### config.mk
export PLATFORM = sky130hd
export DESIGN_NAME = pss_top
export DESIGN_NICKNAME = d
export VERILOG_FILES = /design/src/rtl/pss_pkg.sv /design/src/rtl/pss_top.sv /design/src/rtl/pss_qual.sv
export SDC_FILE = /design/constraint.sdc
export NUM_CORES = 1
export LEC_CHECK = 0
export BUFFER_PORTS_ARGS = -buffer_cell sky130_fd_sc_hd__buf_2
export CORE_MARGIN = 5
export CORE_UTILIZATION = 35
export DETAILED_ROUTE_END_ITERATION = 12
export SYNTH_ARGS = -nofsm -noshare
export SYNTH_HDL_FRONTEND = slang
export SYNTH_SLANG_ARGS = --single-unit
export TNS_END_PERCENT = 10
### constraint.sdc
create_clock -name i_clk -period 11.2 [get_ports i_clk]
set_input_delay 3.36 -clock i_clk [delete_from_list [all_inputs] [get_ports i_clk]]
set_output_delay 3.36 -clock i_clk [all_outputs]
set_load 0.02 [all_outputs]
### src/rtl/pss_pkg.sv
// Shared types and constants for the PID supervisory and sleep logic.
package pss_pkg;

  localparam int ADDR_W = 8;
  localparam int DATA_W = 32;
  localparam int VAL_W = 16;
  localparam int DEV_LVL_W = 7;
  localparam int FB_LVL_W = 10;
  localparam int SCALE_W = 14;
  localparam int HZ_W = 12;
  localparam int DLY_W = 8;
  localparam int SEL_W = 8;
  localparam int MON_W = 32;

  // Register byte offsets; input selectors sit one word apart from the base.
  localparam logic [ADDR_W-1:0] OFS_DEV_LEVEL = 8'h00;
  localparam logic [ADDR_W-1:0] OFS_FB_OFF = 8'h04;
  localparam logic [ADDR_W-1:0] OFS_FB_ON = 8'h08;
  localparam logic [ADDR_W-1:0] OFS_PV_SCALE = 8'h0c;
  localparam logic [ADDR_W-1:0] OFS_SLEEP_THR = 8'h10;
  localparam logic [ADDR_W-1:0] OFS_WAKE_THR = 8'h14;
  localparam logic [ADDR_W-1:0] OFS_SLEEP_DLY = 8'h18;
  localparam logic [ADDR_W-1:0] OFS_OUT_SEL = 8'h1c;
  localparam logic [ADDR_W-1:0] OFS_STATUS = 8'h28;
  localparam logic [ADDR_W-1:0] OFS_MONITOR = 8'h2c;
  localparam logic [ADDR_W-1:0] OFS_IN_SEL_BASE = 8'h30;
  localparam logic [ADDR_W-1:0] OFS_STRIDE = 8'h04;

  // Field positions inside the output selector word.
  localparam int OUT_SEL_LSB = 0;
  localparam int RELAY_SEL_LSB = 8;

  // Largest accepted settings and the smallest scale; writes above or below them saturate.
  localparam logic [DEV_LVL_W-1:0] DEV_LVL_MAX = 7'h64;
  localparam logic [FB_LVL_W-1:0] FB_LVL_MAX = 10'h3e8;
  localparam logic [SCALE_W-1:0] SCALE_MAX = 14'h270f;
  localparam logic [SCALE_W-1:0] SCALE_MIN = 14'h0001;
  localparam logic [HZ_W-1:0] HZ_MAX = 12'hfa0;
  localparam logic [DLY_W-1:0] DLY_MAX = 8'hff;

  // Reset values.
  localparam logic [SCALE_W-1:0] RST_SCALE = 14'h0064;
  localparam logic [DEV_LVL_W-1:0] RST_DEV_LVL = 7'h00;
  localparam logic [FB_LVL_W-1:0] RST_FB_LVL = 10'h000;
  localparam logic [HZ_W-1:0] RST_HZ = 12'h000;
  localparam logic [DLY_W-1:0] RST_DLY = 8'h00;
  localparam logic [SEL_W-1:0] RST_SEL = 8'h00;

  // Terminal function codes.
  localparam logic [SEL_W-1:0] SEL_DEVIATION = 8'h04;
  localparam logic [SEL_W-1:0] SEL_BAND = 8'h1f;
  localparam logic [SEL_W-1:0] SEL_INT_CLEAR = 8'h18;

  // Conversion of setting units into hundredths of a percent.
  localparam logic [VAL_W-1:0] DEV_LVL_TO_VAL = 16'h0064;
  localparam logic [VAL_W-1:0] FB_LVL_TO_VAL = 16'h000a;

  typedef struct packed {
    logic [ADDR_W-1:0] addr;
    logic [DATA_W-1:0] wdata;
    logic we;
    logic re;
  } pss_bus_req_s;

  typedef struct packed {
    logic sleeping;
    logic band;
    logic deviation;
  } pss_status_s;

endpackage

### src/rtl/pss_top.sv
// PID supervisory logic: deviation and band flags, feedback monitor, clear and sleep.
// Contract
// - Deviation flag when magnitude exceeds limit level.
// - Limit level 0 to 100 of target.
// - Output selector code 04 carries deviation flag.
// - Output selector code 31 carries band flag.
// - Monitor equals feedback times display scale.
// - Input selector code 24 marks integral clear.
// - Clear integrator on each integral clear rise.
// - Stop output after command below threshold.
// - Restart after command above wake threshold.
// - Early crossing back abandons the pending delay.
// - Without PID, frequency command drives sleep.
// - Sleep delay 0.0 to 25.5 seconds.
// - Band off and on levels 0 to 100.
// - Sleep threshold 0.0 to 400.0 Hz.
//
// The address-and-strobe port and the placing of the registers were decided locally.
module pss_top #(
  parameter int NUM_IN = 5,
  parameter int TICKS_PER_TENTH = 100,
  parameter int CNT_W = 16
) (
  // Clock, reset and freeze
  input wire logic i_clk,
  input wire logic i_resetn,
  input wire logic i_ce,
  // Register port
  input pss_pkg::pss_bus_req_s i_bus,
  output logic [pss_pkg::DATA_W-1:0] o_rdata,
  // Control tick and process values
  input wire logic i_tick,
  input wire logic i_pid_enable,
  input wire logic signed [pss_pkg::VAL_W:0] i_deviation,
  input wire logic [pss_pkg::VAL_W-1:0] i_feedback,
  input wire logic [pss_pkg::VAL_W-1:0] i_pid_cmd,
  input wire logic [pss_pkg::VAL_W-1:0] i_freq_cmd,
  // Terminals
  input wire logic [NUM_IN-1:0] i_terminals,
  output logic o_dout,
  output logic o_relay,
  // Process results
  output logic o_integral_clear,
  output logic o_run_enable,
  output pss_pkg::pss_status_s o_status,
  output logic [pss_pkg::MON_W-1:0] o_feedback_monitor
);
  import pss_pkg::*;

  logic [DEV_LVL_W-1:0] dev_lvl_reg, dev_lvl_next;
  logic [FB_LVL_W-1:0] fb_off_reg, fb_off_next;
  logic [FB_LVL_W-1:0] fb_on_reg, fb_on_next;
  logic [SCALE_W-1:0] scale_reg, scale_next;
  logic [HZ_W-1:0] sleep_thr_reg, sleep_thr_next;
  logic [HZ_W-1:0] wake_thr_reg, wake_thr_next;
  logic [DLY_W-1:0] dly_reg, dly_next;
  logic [SEL_W-1:0] out_sel_reg, out_sel_next;
  logic [SEL_W-1:0] relay_sel_reg, relay_sel_next;
  logic [SEL_W-1:0] in_sel_reg [NUM_IN];
  logic [SEL_W-1:0] in_sel_next [NUM_IN];
  logic [DATA_W-1:0] rdata_next;

  pss_status_s stat_reg, stat_next;
  logic dout_next;
  logic relay_next;
  logic clr_prev_reg, clr_prev_next;
  logic clr_pulse_next;
  logic [MON_W-1:0] mon_next;

  logic [VAL_W:0] dev_mag;
  logic [VAL_W:0] dev_lim_val;
  logic dev_over;
  logic [VAL_W-1:0] fb_on_val;
  logic [VAL_W-1:0] fb_off_val;
  logic [NUM_IN-1:0] clr_mask;
  logic clr_level;
  logic [VAL_W-1:0] cmd_sel;
  logic sleep_cond;
  logic wake_cond;
  logic sleep_go;
  logic wake_go;
  logic [CNT_W-1:0] dly_ticks;

  // Register write, saturation of settings and read mux.
  always_comb
  begin
    dev_lvl_next = dev_lvl_reg;
    fb_off_next = fb_off_reg;
    fb_on_next = fb_on_reg;
    scale_next = scale_reg;
    sleep_thr_next = sleep_thr_reg;
    wake_thr_next = wake_thr_reg;
    dly_next = dly_reg;
    out_sel_next = out_sel_reg;
    relay_sel_next = relay_sel_reg;
    in_sel_next = in_sel_reg;
    rdata_next = '0;
    if (i_bus.we)
    begin
      case (i_bus.addr)
        OFS_DEV_LEVEL:
          dev_lvl_next = (i_bus.wdata > DATA_W'(DEV_LVL_MAX)) ? DEV_LVL_MAX
            : i_bus.wdata[DEV_LVL_W-1:0];
        OFS_FB_OFF:
          fb_off_next = (i_bus.wdata > DATA_W'(FB_LVL_MAX)) ? FB_LVL_MAX
            : i_bus.wdata[FB_LVL_W-1:0];
        OFS_FB_ON:
          fb_on_next = (i_bus.wdata > DATA_W'(FB_LVL_MAX)) ? FB_LVL_MAX
            : i_bus.wdata[FB_LVL_W-1:0];
        OFS_PV_SCALE:
          if (i_bus.wdata > DATA_W'(SCALE_MAX))
            scale_next = SCALE_MAX;
          else if (i_bus.wdata < DATA_W'(SCALE_MIN))
            scale_next = SCALE_MIN;
          else
            scale_next = i_bus.wdata[SCALE_W-1:0];
        OFS_SLEEP_THR:
          sleep_thr_next = (i_bus.wdata > DATA_W'(HZ_MAX)) ? HZ_MAX
            : i_bus.wdata[HZ_W-1:0];
        OFS_WAKE_THR:
          wake_thr_next = (i_bus.wdata > DATA_W'(HZ_MAX)) ? HZ_MAX
            : i_bus.wdata[HZ_W-1:0];
        OFS_SLEEP_DLY:
          dly_next = (i_bus.wdata > DATA_W'(DLY_MAX)) ? DLY_MAX
            : i_bus.wdata[DLY_W-1:0];
        OFS_OUT_SEL:
        begin
          out_sel_next = i_bus.wdata[OUT_SEL_LSB +: SEL_W];
          relay_sel_next = i_bus.wdata[RELAY_SEL_LSB +: SEL_W];
        end
        default:
        begin
          for (int k = 0; k < NUM_IN; k++)
          begin
            if (i_bus.addr == ADDR_W'(OFS_IN_SEL_BASE + OFS_STRIDE * k))
              in_sel_next[k] = i_bus.wdata[SEL_W-1:0];
          end
        end
      endcase
    end
    if (i_bus.re)
    begin
      case (i_bus.addr)
        OFS_DEV_LEVEL: rdata_next = DATA_W'(dev_lvl_reg);
        OFS_FB_OFF: rdata_next = DATA_W'(fb_off_reg);
        OFS_FB_ON: rdata_next = DATA_W'(fb_on_reg);
        OFS_PV_SCALE: rdata_next = DATA_W'(scale_reg);
        OFS_SLEEP_THR: rdata_next = DATA_W'(sleep_thr_reg);
        OFS_WAKE_THR: rdata_next = DATA_W'(wake_thr_reg);
        OFS_SLEEP_DLY: rdata_next = DATA_W'(dly_reg);
        OFS_OUT_SEL: rdata_next = DATA_W'({relay_sel_reg, out_sel_reg});
        OFS_STATUS: rdata_next = DATA_W'(stat_reg);
        OFS_MONITOR: rdata_next = DATA_W'(o_feedback_monitor);
        default:
        begin
          for (int k = 0; k < NUM_IN; k++)
          begin
            if (i_bus.addr == ADDR_W'(OFS_IN_SEL_BASE + OFS_STRIDE * k))
              rdata_next = DATA_W'(in_sel_reg[k]);
          end
        end
      endcase
    end
  end

  always_ff @(posedge i_clk)
  begin
    if (!i_resetn)
    begin
      dev_lvl_reg <= RST_DEV_LVL;
      fb_off_reg <= RST_FB_LVL;
      fb_on_reg <= RST_FB_LVL;
      scale_reg <= RST_SCALE;
      sleep_thr_reg <= RST_HZ;
      wake_thr_reg <= RST_HZ;
      dly_reg <= RST_DLY;
      out_sel_reg <= RST_SEL;
      relay_sel_reg <= RST_SEL;
      for (int k = 0; k < NUM_IN; k++)
        in_sel_reg[k] <= RST_SEL;
      o_rdata <= '0;
    end
    else if (i_ce)
    begin
      dev_lvl_reg <= dev_lvl_next;
      fb_off_reg <= fb_off_next;
      fb_on_reg <= fb_on_next;
      scale_reg <= scale_next;
      sleep_thr_reg <= sleep_thr_next;
      wake_thr_reg <= wake_thr_next;
      dly_reg <= dly_next;
      out_sel_reg <= out_sel_next;
      relay_sel_reg <= relay_sel_next;
      in_sel_reg <= in_sel_next;
      o_rdata <= rdata_next;
    end
  end

  // Deviation and band comparisons are made in hundredths of a percent; sleep and wake compare the command with the Hz thresholds.
  always_comb
  begin
    dev_mag = i_deviation[VAL_W] ? (VAL_W+1)'(-i_deviation) : (VAL_W+1)'(i_deviation);
    dev_lim_val = (VAL_W+1)'(dev_lvl_reg * DEV_LVL_TO_VAL);
    dev_over = dev_mag > dev_lim_val;
    fb_on_val = VAL_W'(fb_on_reg * FB_LVL_TO_VAL);
    fb_off_val = VAL_W'(fb_off_reg * FB_LVL_TO_VAL);
    for (int k = 0; k < NUM_IN; k++)
      clr_mask[k] = (in_sel_reg[k] == SEL_INT_CLEAR);
    clr_level = |(i_terminals & clr_mask);
    cmd_sel = i_pid_enable ? i_pid_cmd : i_freq_cmd;
    sleep_cond = !stat_reg.sleeping && (cmd_sel < VAL_W'(sleep_thr_reg));
    wake_cond = stat_reg.sleeping && (cmd_sel > VAL_W'(wake_thr_reg));
    dly_ticks = CNT_W'(dly_reg * TICKS_PER_TENTH);
  end

  pss_qual #(
    .CNT_W(CNT_W)
  ) u_sleep_wait (
    .i_clk(i_clk),
    .i_resetn(i_resetn),
    .i_ce(i_ce),
    .i_tick(i_tick),
    .i_cond(sleep_cond),
    .i_limit(dly_ticks),
    .o_done(sleep_go)
  );

  pss_qual #(
    .CNT_W(CNT_W)
  ) u_wake_wait (
    .i_clk(i_clk),
    .i_resetn(i_resetn),
    .i_ce(i_ce),
    .i_tick(i_tick),
    .i_cond(wake_cond),
    .i_limit(dly_ticks),
    .o_done(wake_go)
  );

  // Flags, terminal routing, integral clear and monitor.
  always_comb
  begin
    stat_next = stat_reg;
    if (i_tick)
    begin
      stat_next.deviation = dev_over;
      if (i_feedback > fb_on_val)
        stat_next.band = 1'b1;
      else if (i_feedback < fb_off_val)
        stat_next.band = 1'b0;
    end
    if (sleep_go)
      stat_next.sleeping = 1'b1;
    else if (wake_go)
      stat_next.sleeping = 1'b0;
    case (out_sel_reg)
      SEL_DEVIATION: dout_next = stat_reg.deviation;
      SEL_BAND: dout_next = stat_reg.band;
      default: dout_next = 1'b0;
    endcase
    case (relay_sel_reg)
      SEL_DEVIATION: relay_next = stat_reg.deviation;
      SEL_BAND: relay_next = stat_reg.band;
      default: relay_next = 1'b0;
    endcase
    clr_prev_next = clr_level;
    clr_pulse_next = clr_level && !clr_prev_reg;
    mon_next = MON_W'(i_feedback) * MON_W'(scale_reg);
  end

  always_ff @(posedge i_clk)
  begin
    if (!i_resetn)
    begin
      stat_reg <= '0;
      o_dout <= 1'b0;
      o_relay <= 1'b0;
      clr_prev_reg <= 1'b0;
      o_integral_clear <= 1'b0;
      o_feedback_monitor <= '0;
    end
    else if (i_ce)
    begin
      stat_reg <= stat_next;
      o_dout <= dout_next;
      o_relay <= relay_next;
      clr_prev_reg <= clr_prev_next;
      o_integral_clear <= clr_pulse_next;
      o_feedback_monitor <= mon_next;
    end
  end

  assign o_status = stat_reg;
  assign o_run_enable = !stat_reg.sleeping;
endmodule

### src/rtl/pss_qual.sv
// Qualifier that reports a condition held continuously for a number of control ticks.
module pss_qual #(
  parameter int CNT_W = 16
) (
  // Clock, reset and freeze
  input wire logic i_clk,
  input wire logic i_resetn,
  input wire logic i_ce,
  // Condition and length
  input wire logic i_tick,
  input wire logic i_cond,
  input wire logic [CNT_W-1:0] i_limit,
  // Result
  output logic o_done
);
  import pss_pkg::*;

  logic [CNT_W-1:0] cnt_reg;
  logic [CNT_W-1:0] cnt_next;

  // The counter restarts whenever the condition drops, so a short dip cancels the wait.
  always_comb
  begin
    cnt_next = cnt_reg;
    o_done = 1'b0;
    if (!i_cond)
    begin
      cnt_next = '0;
    end
    else if (i_tick)
    begin
      if (cnt_reg >= i_limit)
      begin
        o_done = i_ce;
        cnt_next = '0;
      end
      else
      begin
        cnt_next = cnt_reg + 1'b1;
      end
    end
  end

  always_ff @(posedge i_clk)
  begin
    if (!i_resetn)
      cnt_reg <= '0;
    else if (i_ce)
      cnt_reg <= cnt_next;
  end
endmodule

# After elaboration in Yosys (flattened, before gate mapping)
# Cells that the tools add are included.
# Widths: inputs -> output; s select.
# word_totals
romBits,0
register_bits,230
latchBits,0
input_bits,117
mem_count,0
ram_bits,0
# classes
n_shift,0
n_addsub,3
div_mod_pow,0
reduce_logical,28
bitwise,2
mux,33
n_eq_ne,25
n_lt_le_gt_ge,13
mul,5
# ops
cell,count
$pmux 32 s10,1
$mux 32,5
$mux 16,7
$eq 8x5->1 const B,11
$eq 8x6->1 const B,6
$add 16x1->16 const B,2
$ge 16x15->1,2
$gt 32x10->1 const B,1
$gt 32x12->1 const B,1
$gt 32x14->1 const B,1
$gt 32x7->1 const B,1
$gt 32x8->1 const B,1
$lt 32x1->1 const B,1
$mul 16x14->30,1
$mux 14,2
$reduce_and 3->1,9
$mul 10x3->13 const B,2
$eq 8x3->1 const B,3
$reduce_and 4->1,5
$gt 17x14->1,1
$mux 17,1
$neg 17->17,1
$eq 8x4->1 const B,2
$gt 16x12->1,1
22 further kinds,41

# Depth between registers and ports, before layout
# Gate-level depths: netlist of the first run.
# logic_depth
ltp_word,8
mapped_depth,24

# Modules after synthesis
# Synthesis of the first run repeated with hierarchy kept, for this count alone.
# hier_totals
hier_cells,2645
hier_area_um2,22569.1
# modules_own_cells
mod,seq_area_each_um2,cells_each,area_per_inst_um2,n_inst
pss_top,3923.8,2315,20074.3,1
pss_qual,320.3,165,1247.4,2

# Worst setup path after synthesis of the first run
# Ideal clock, no wire load.
# synth_path
path_type,input to register
from,input i_feedback[5] (netlist bit)
to,register o_feedback_monitor[28] (netlist bit)
stages,24
t_required_ns,11.135
path_buffers,2
slack_ns,2.040
arrival_time_ns,9.094
path_cell_list,clkbuf_1 > and2_1 > fa_1 > inv_1 > fa_1 > inv_1 > fa_1 > inv_1 > fa_1 > inv_1 > fa_1 > inv_1 > fa_1 > inv_1 > ha_1 > clkbuf_1 > a21oi_1 > o211ai_1 > a21oi_1 > o31ai_1 > a311o_1 > a221o_1 > a2111oi_0 > nand4b_1
# synth_via
elab_chain_len,1
# synth_lines
item,line_no,rtl
"start, declared",pss_top.sv:35,"input wire logic [pss_pkg::VAL_W-1:0] i_feedback,"
$mul 16x14->30,pss_top.sv:268,mon_next = MON_W'(i_feedback) * MON_W'(scale_reg);
"end signal, assigned",pss_top.sv:289,o_feedback_monitor <= mon_next;
"end, declared",pss_top.sv:46,output logic [pss_pkg::MON_W-1:0] o_feedback_monitor
# Every way passes these cells.
# A chain may end at the register's enable or synchronous reset.

# Worst setup path after layout of the first run
# Same ends and word-level chain as after synthesis.

==> out/qor.txt, run 1 <==
status = finished clean
DR pass1 iterations = 9
worst min-delay path category = flop to flop
leakage power = 10.80 nW
Antenna Nets Post-Route = 0
Initial Utilization = 0.3534
# H-tree levels = 1
Core ar. = 61830 um2
syn avg cell area = 8.439 um2
area delta synth->final = 11.24%
HPWL Detailed = 53.54 mm
clk_skew = 0.01160 ns
vias in the first global route = 18.36k
highest net fanout along the worst path = 16
Final Max Slew Viols = 0
CP peak stage delay = 0.55 ns
Setup CP Type = input port to flop
post-route clock period utilization = 0.8131
predominant post-synthesis flop cell = dfxtp_1
VDD IR-drop max = 0.09700 mV
CTS resizes = 0
final worst setup slack = 2.093 ns
Rows = 91
Vias = 19.06k
Yosys reg bits = 228
crit path buf inv count = 7
critical path, cell by cell = buf_2 -> and2_1 -> fa_1 -> inv_1 -> fa_1 -> inv_1 -> fa_1 -> inv_1 -> fa_1 -> inv_1 -> fa_1 -> inv_1 -> fa_1 -> inv_1 -> ha_1 -> a21oi_1 -> o211ai_1 -> a21oi_1 -> o31ai_1 -> a311o_1 -> a221o_1 -> a2111oi_0 -> nand4b_1
DIE HEIGHT = 259.9 um
Hold Startpoint = o_rdata[5]$_SDFFE_PN0P_
Max-slew headroom = 0.1879
Synth Area in Simple Gates = 0.1891
pre-CTS setup slack = 1.636 ns
Die Wd = 259.9 um
Vias/cell = 5.383
Worst Path Required = 11.66 ns
cts bufs inserted = 24
Finished Core Util = 0.3931
sequential-to-total area share from yosys stat = 0.2089
Crit. End Element = flop
latest clock arrival within the worst-skew pair = 0.53 ns
Total GRT Usage = 0.2020
Final Hold Vio Count = 0
post-synthesis compound-gate area fraction = 0.1532
Synth Area in XOR/XNOR = 0.02686
EDFF count, synth = 0
WP data arrival = 9.57 ns
min cycle time layout = 9.107 ns
# setup viols final = 0
main combinational cell family by area after synthesis = adder cells
number of antenna violations at the first check in global routing = 0
ratio of cells with drive above 1 in the final layout = 0.1025
adder-cell share of the synthesized area = 0.3122
Post-Syn Area = 21850 um2
GRT overflow = 0
final-stage net count = 3244
mux share of post-synthesis cell area = 0.03803
asr flop ratio synth = 0
DRC = 0
DIE AREA = 67520 um2
setup TNS = 0 ns
crit path launch type = input port
root buf cell = clkbuf_16
TritonCTS Sinks = 228
CTS tree = done
CTS Hold Bufs = 0
R2R Path Start = scale_reg[4]$_SDFFE_PN0P_
PwrDens = 96.10 nW/um2
Layout fillers = 6343
GPL Wtd Cong = 0.9734
Setup crit start = i_feedback[5]
Fmax = 109.8 MHz
Clk pin slew, worst setup/hold paths = 0.07 ns
DRT iter0 DRCs = 1794
Ports = 188
maxcap violations = 0
total setup buffers inserted after CTS = 0
RSZ-0062 raised after global routing = no
Netlist cell types = 77
CTS Buffer Depth = 3
routed wire length = 69.53 mm
largest net degree at the start of global routing = 80
first-pass GRT wire length = 109.1 mm
worst slew pin tran = 1.214 ns
Yosys warning total = 0
CP delay by family, top = adder cells
post-detailed-route wirelength per cell = 19.63 um
CP max stage cell = fa_1
max reg flops = 40
final hold slack = 0.4653 ns
Tot Pwr = 0.002336 W
I/O Buffers = 183
Post-Syn Instances = 2589
==> where the power goes <==
group	total, W	internal [W]	switching [W]
sequential	0.000869	0.000831	0.0000379
combinational	0.000607	0.000225	0.000382
clock	0.000859	0.000506	0.000353
==> metal layers <==
layer / global-route usage / vias up / share of wire
met5: 0 / - / 0
met4: 0.05416 / 0 / 0.029
met3: 0.02136 / 117 / 0.069
met2: 0.3216 / 723 / 0.44
met1: 0.2929 / 9105 / 0.46
li1: - / 9115 / -
==> metrics by stage <==
step / area (um2) / std cells
finish: 24300 / 3541
global route: 24300 / 3540
CTS: 24300 / 3540
detailed placement: 23460 / 3496
global placement: 23460 / 3496
floorplan: 21860 / 2592
==> cell type report <==
class                   count  area, um2  share of cell area
inverters                 275       1037             0.04268
clock buffers              32      691.9             0.02847
clock inverters            12      152.6            0.006281
multi-input cells        1955      15760              0.6483
repair buffers            201       1051             0.04324
diodes                      1      2.502           0.0001030
flip-flops and latches    228       4564              0.1878
well taps                 837       1047             0.04309
==> worst register-to-register path, delay by kind of cell, from the launching register on <==
kind,cells,cell delay (ns)
adders and majority gates,7,3.51
buffers and inverters,6,0.32
and+or+nand+nor,2,0.47
AOI/OAI and AO/OA,7,1.74
DFF,1,0.60
==> synth_stat cells, drive strengths merged (11+ instances only) <==
master	count	area share
a211oi	42	0.014
a21o	31	0.011
a21oi	164	0.038
a221oi	20	0.0080
a22oi	39	0.013
a31oi	11	0.0031
and2	114	0.033
and3	16	0.0046
and4	13	0.0052
buf	17	0.0042
clkbuf	117	0.020
dfxtp	228	0.21
fa	172	0.16
ha	270	0.15
inv	274	0.047
mux2	12	0.0062
mux2i	65	0.030
nand2	274	0.047
nand3	65	0.015
nand4	27	0.0077
nor2	201	0.035
nor3	33	0.0087
nor4	20	0.0066
o211ai	11	0.0038
o21ai	95	0.022
o31ai	30	0.010
or3	17	0.0049
or4	11	0.0040
xnor2	50	0.020
xor2	17	0.0068
==> final timing paths <==
| check | to | slack (ns) | depth (start not counted) |
|---|---|---|---|
| min reg2reg | o_rdata[5]$_SDFFE_PN0P_ | 0.47 | 2 |
| min | o_rdata[5]$_SDFFE_PN0P_ | 0.47 | 2 |
| max | o_feedback_monitor[28]$_SDFFE_PN0P_ | 2.09 | 23 |
| max reg2reg | o_feedback_monitor[28]$_SDFFE_PN0P_ | 4.49 | 22 |
==> placed cells by master, fill, tap and decap left out, types with 10 or more instances in the layout <==
cell type,instances
o21ai_0,95
buf_4,18
a21oi_1,164
or3_1,17
and3_1,16
xor2_1,17
xnor2_1,50
o211ai_1,11
a221oi_1,20
ha_1,270
nor4_1,17
buf_2,183
nand3_1,65
inv_1,274
fa_1,172
or4_1,10
a21o_1,31
nand4_1,27
a22oi_1,39
a211oi_1,42
o21bai_1,10
dfxtp_1,228
nor2_1,201
and2_1,114
mux2i_1,65
a31oi_1,11
and4_1,13
nand2_1,274
mux2_2,12
nor3_1,26
clkbuf_16,25
o31ai_1,30
==> cell families (layout without fill, tap and decap cells) <==
kind of cell / Yosys count / count (layout)
AOI/OAI and AO/OA: 520 / 520
xor gates and xnor gates: 67 / 67
adders and majority gates: 442 / 442
buffers and inverters: 409 / 520
DFF: 228 / 228
muxes: 79 / 79
other: 1 / 5
and+or+nand+nor: 843 / 843
No activity file was read; power rests on OpenSTA's default activity.
==> run 2: changes to the inputs <==
- clock period: 11.2 -> 7.8 ns (I/O delays scaled with it)
==> out/qor.txt, run 2 (synthesis gave the netlist of run 1 again) <==
final worst setup slack = 0.2417 ns
ratio of cells with drive above 1 in the final layout = 0.1300
Reg-to-Reg End = o_feedback_monitor[28]$_SDFFE_PN0P_
leakage power = 11.20 nW
first-pass GRT wire length = 111.3 mm
GRT overflow = 0
Final Hold Vio Count = 0
reg2reg setup slack = 1.23 ns
number of antenna violations at the first check in global routing = 3
post-detailed-route wirelength per cell = 19.50 um
total setup buffers inserted after CTS = 0
Die Wd = 259.9 um
Total GRT Usage = 0.2051
final-stage net count = 3327
Vias = 19.43k
Setup CP Type = input port to flop
min cycle time layout = 7.558 ns
Crit. End Element = flop
Rows = 91
Critical path destination = o_feedback_monitor[28]$_SDFFE_PN0P_
CTS tree = done
CP delay by family, top = adder cells
worst slew pin tran = 1.267 ns
Finished Core Util = 0.4034
# H-tree levels = 1
largest net degree at the start of global routing = 85
routed wire length = 70.66 mm
# setup viols final = 0
CP max stage cell = fa_1
DIE AREA = 67520 um2
root buf cell = clkbuf_16
PwrDens = 139.4 nW/um2
DRT iter0 DRCs = 1746
DIE HEIGHT = 259.9 um
Setup crit start = i_feedback[10]
DRC = 0
DR pass1 iterations = 6
maxcap violations = 0
Worst path depth = 21
Antenna Nets Post-Route = 0
area of placed instances = 24100 um2
cts bufs inserted = 25
Fmax = 132.3 MHz
RSZ-0062 raised after global routing = yes
HPWL Detailed = 55.48 mm
Core ar. = 61830 um2
highest net fanout along the worst path = 4
Worst Path Required = 8.28 ns
area delta synth->final = 14.14%
Vias/cell = 5.362
crit path launch type = input port
TritonCTS Sinks = 228
VDD IR-drop max = 0.1467 mV
commonest cells after routing, fill and taps aside = 274 x inv_1, 274 x nand2_1, 270 x ha_1, 228 x dfxtp_1, 201 x nor2_1
GPL Wtd Cong = 0.9626
Final Max Slew Viols = 0
Clk pin slew, worst setup/hold paths = 0.07 ns
R2R Path Start = scale_reg[13]$_SDFFE_PN0P_
Max-slew headroom = 0.1448
WP data arrival = 8.04 ns
Initial Utilization = 0.3534
Ports = 188
CP peak stage delay = 0.61 ns
latest clock arrival within the worst-skew pair = 0.55 ns
final hold slack = 0.4606 ns
worst min-delay path category = flop to flop
max reg flops = 40
r2r worst-path depth = 19
CP most frequent cell = fa_1
vias in the first global route = 19.14k
Finished Cell Area = 24940 um2
clk_skew = 0.01371 ns
post-route clock period utilization = 0.9690
Tot Pwr = 0.003476 W
crit path buf inv count = 5
status = finished clean
pre-CTS setup slack = -0.3619 ns
critical path, cell by cell = buf_2 -> and2_1 -> fa_1 -> inv_1 -> fa_1 -> inv_1 -> fa_1 -> fa_1 -> fa_1 -> inv_1 -> fa_1 -> inv_1 -> ha_1 -> o21ai_0 -> a21oi_1 -> nand2_1 -> a21boi_0 -> a311o_1 -> a221o_1 -> a2111oi_1 -> nand4b_1
CTS Buffer Depth = 3
I/O Buffers = 183
==> run 2: repair_timing <==
| action | in CTS | in global routing |
|---|---|---|
| resized for setup | 0 | 6 |
| hold buffers | 0 | 0 |
| endpoints found under the hold margin | 0 | 0 |
| setup endpoints to repair | 0 | 4 |
==> run 2: per-stage QoR <==
step | instances | TNS (ns)
floorplan | 2592 | 0
global placement | 3578 | -1.609
detailed placement | 3578 | -1.790
CTS | 3622 | 0
global route | 3622 | -0.02302
finish | 3623 | 0
==> run 2: worst min-delay path by stage <==
stage / end / slack, ns / start / cells past startpoint
4_1_cts: o_rdata[15]$_SDFFE_PN0P_ / 0.47 / o_rdata[15]$_SDFFE_PN0P_ / 2
3_3_place_gp: o_rdata[14]$_SDFFE_PN0P_ / 0.45 / o_rdata[14]$_SDFFE_PN0P_ / 2
3_5_place_dp: o_rdata[2]$_SDFFE_PN0P_ / 0.45 / o_rdata[2]$_SDFFE_PN0P_ / 2
5_1_grt: o_rdata[14]$_SDFFE_PN0P_ / 0.48 / o_rdata[14]$_SDFFE_PN0P_ / 2
6_report: o_rdata[15]$_SDFFE_PN0P_ / 0.46 / o_rdata[15]$_SDFFE_PN0P_ / 2
2_1_floorplan: u_sleep_wait.cnt_reg[15]$_SDFFE_PN0P_ / 0.44 / u_sleep_wait.cnt_reg[15]$_SDFFE_PN0P_ / 2
==> run 2: routing by layer <==
metal | GRT usage | wire [um] | up-vias
li1 | - | - | 9292
met1 | 0.2955 | 32960 | 9361
met2 | 0.3223 | 30990 | 645
met3 | 0.02718 | 4471 | 128
met4 | 0.05959 | 2224 | 2
met5 | 0 | 13 | -
==> run 2: cell type report <==
class | instances | area (um2)
fillers | 6392 | 36890
multi-input cells | 1955 | 15770
flip-flops and latches | 228 | 4564
repair buffers | 283 | 1684
well taps | 837 | 1047
inverters | 275 | 1037
clock buffers | 30 | 654.4
clock inverters | 14 | 175.2
diodes | 1 | 2.502
==> run 2: worst min-delay path, delay by kind of cell, from the launching register on <==
kind	cells	cell delay [ns]
compound gates	1	0.05
flops	1	0.31
simple gates	1	0.06
==> run 2: report_power, final <==
group | internal (W) | switching, W
Sequential | 0.00119 | 0.0000542
Clock | 0.000706 | 0.000538
Combinational | 0.000412 | 0.000572
Total | 0.00231 | 0.00116
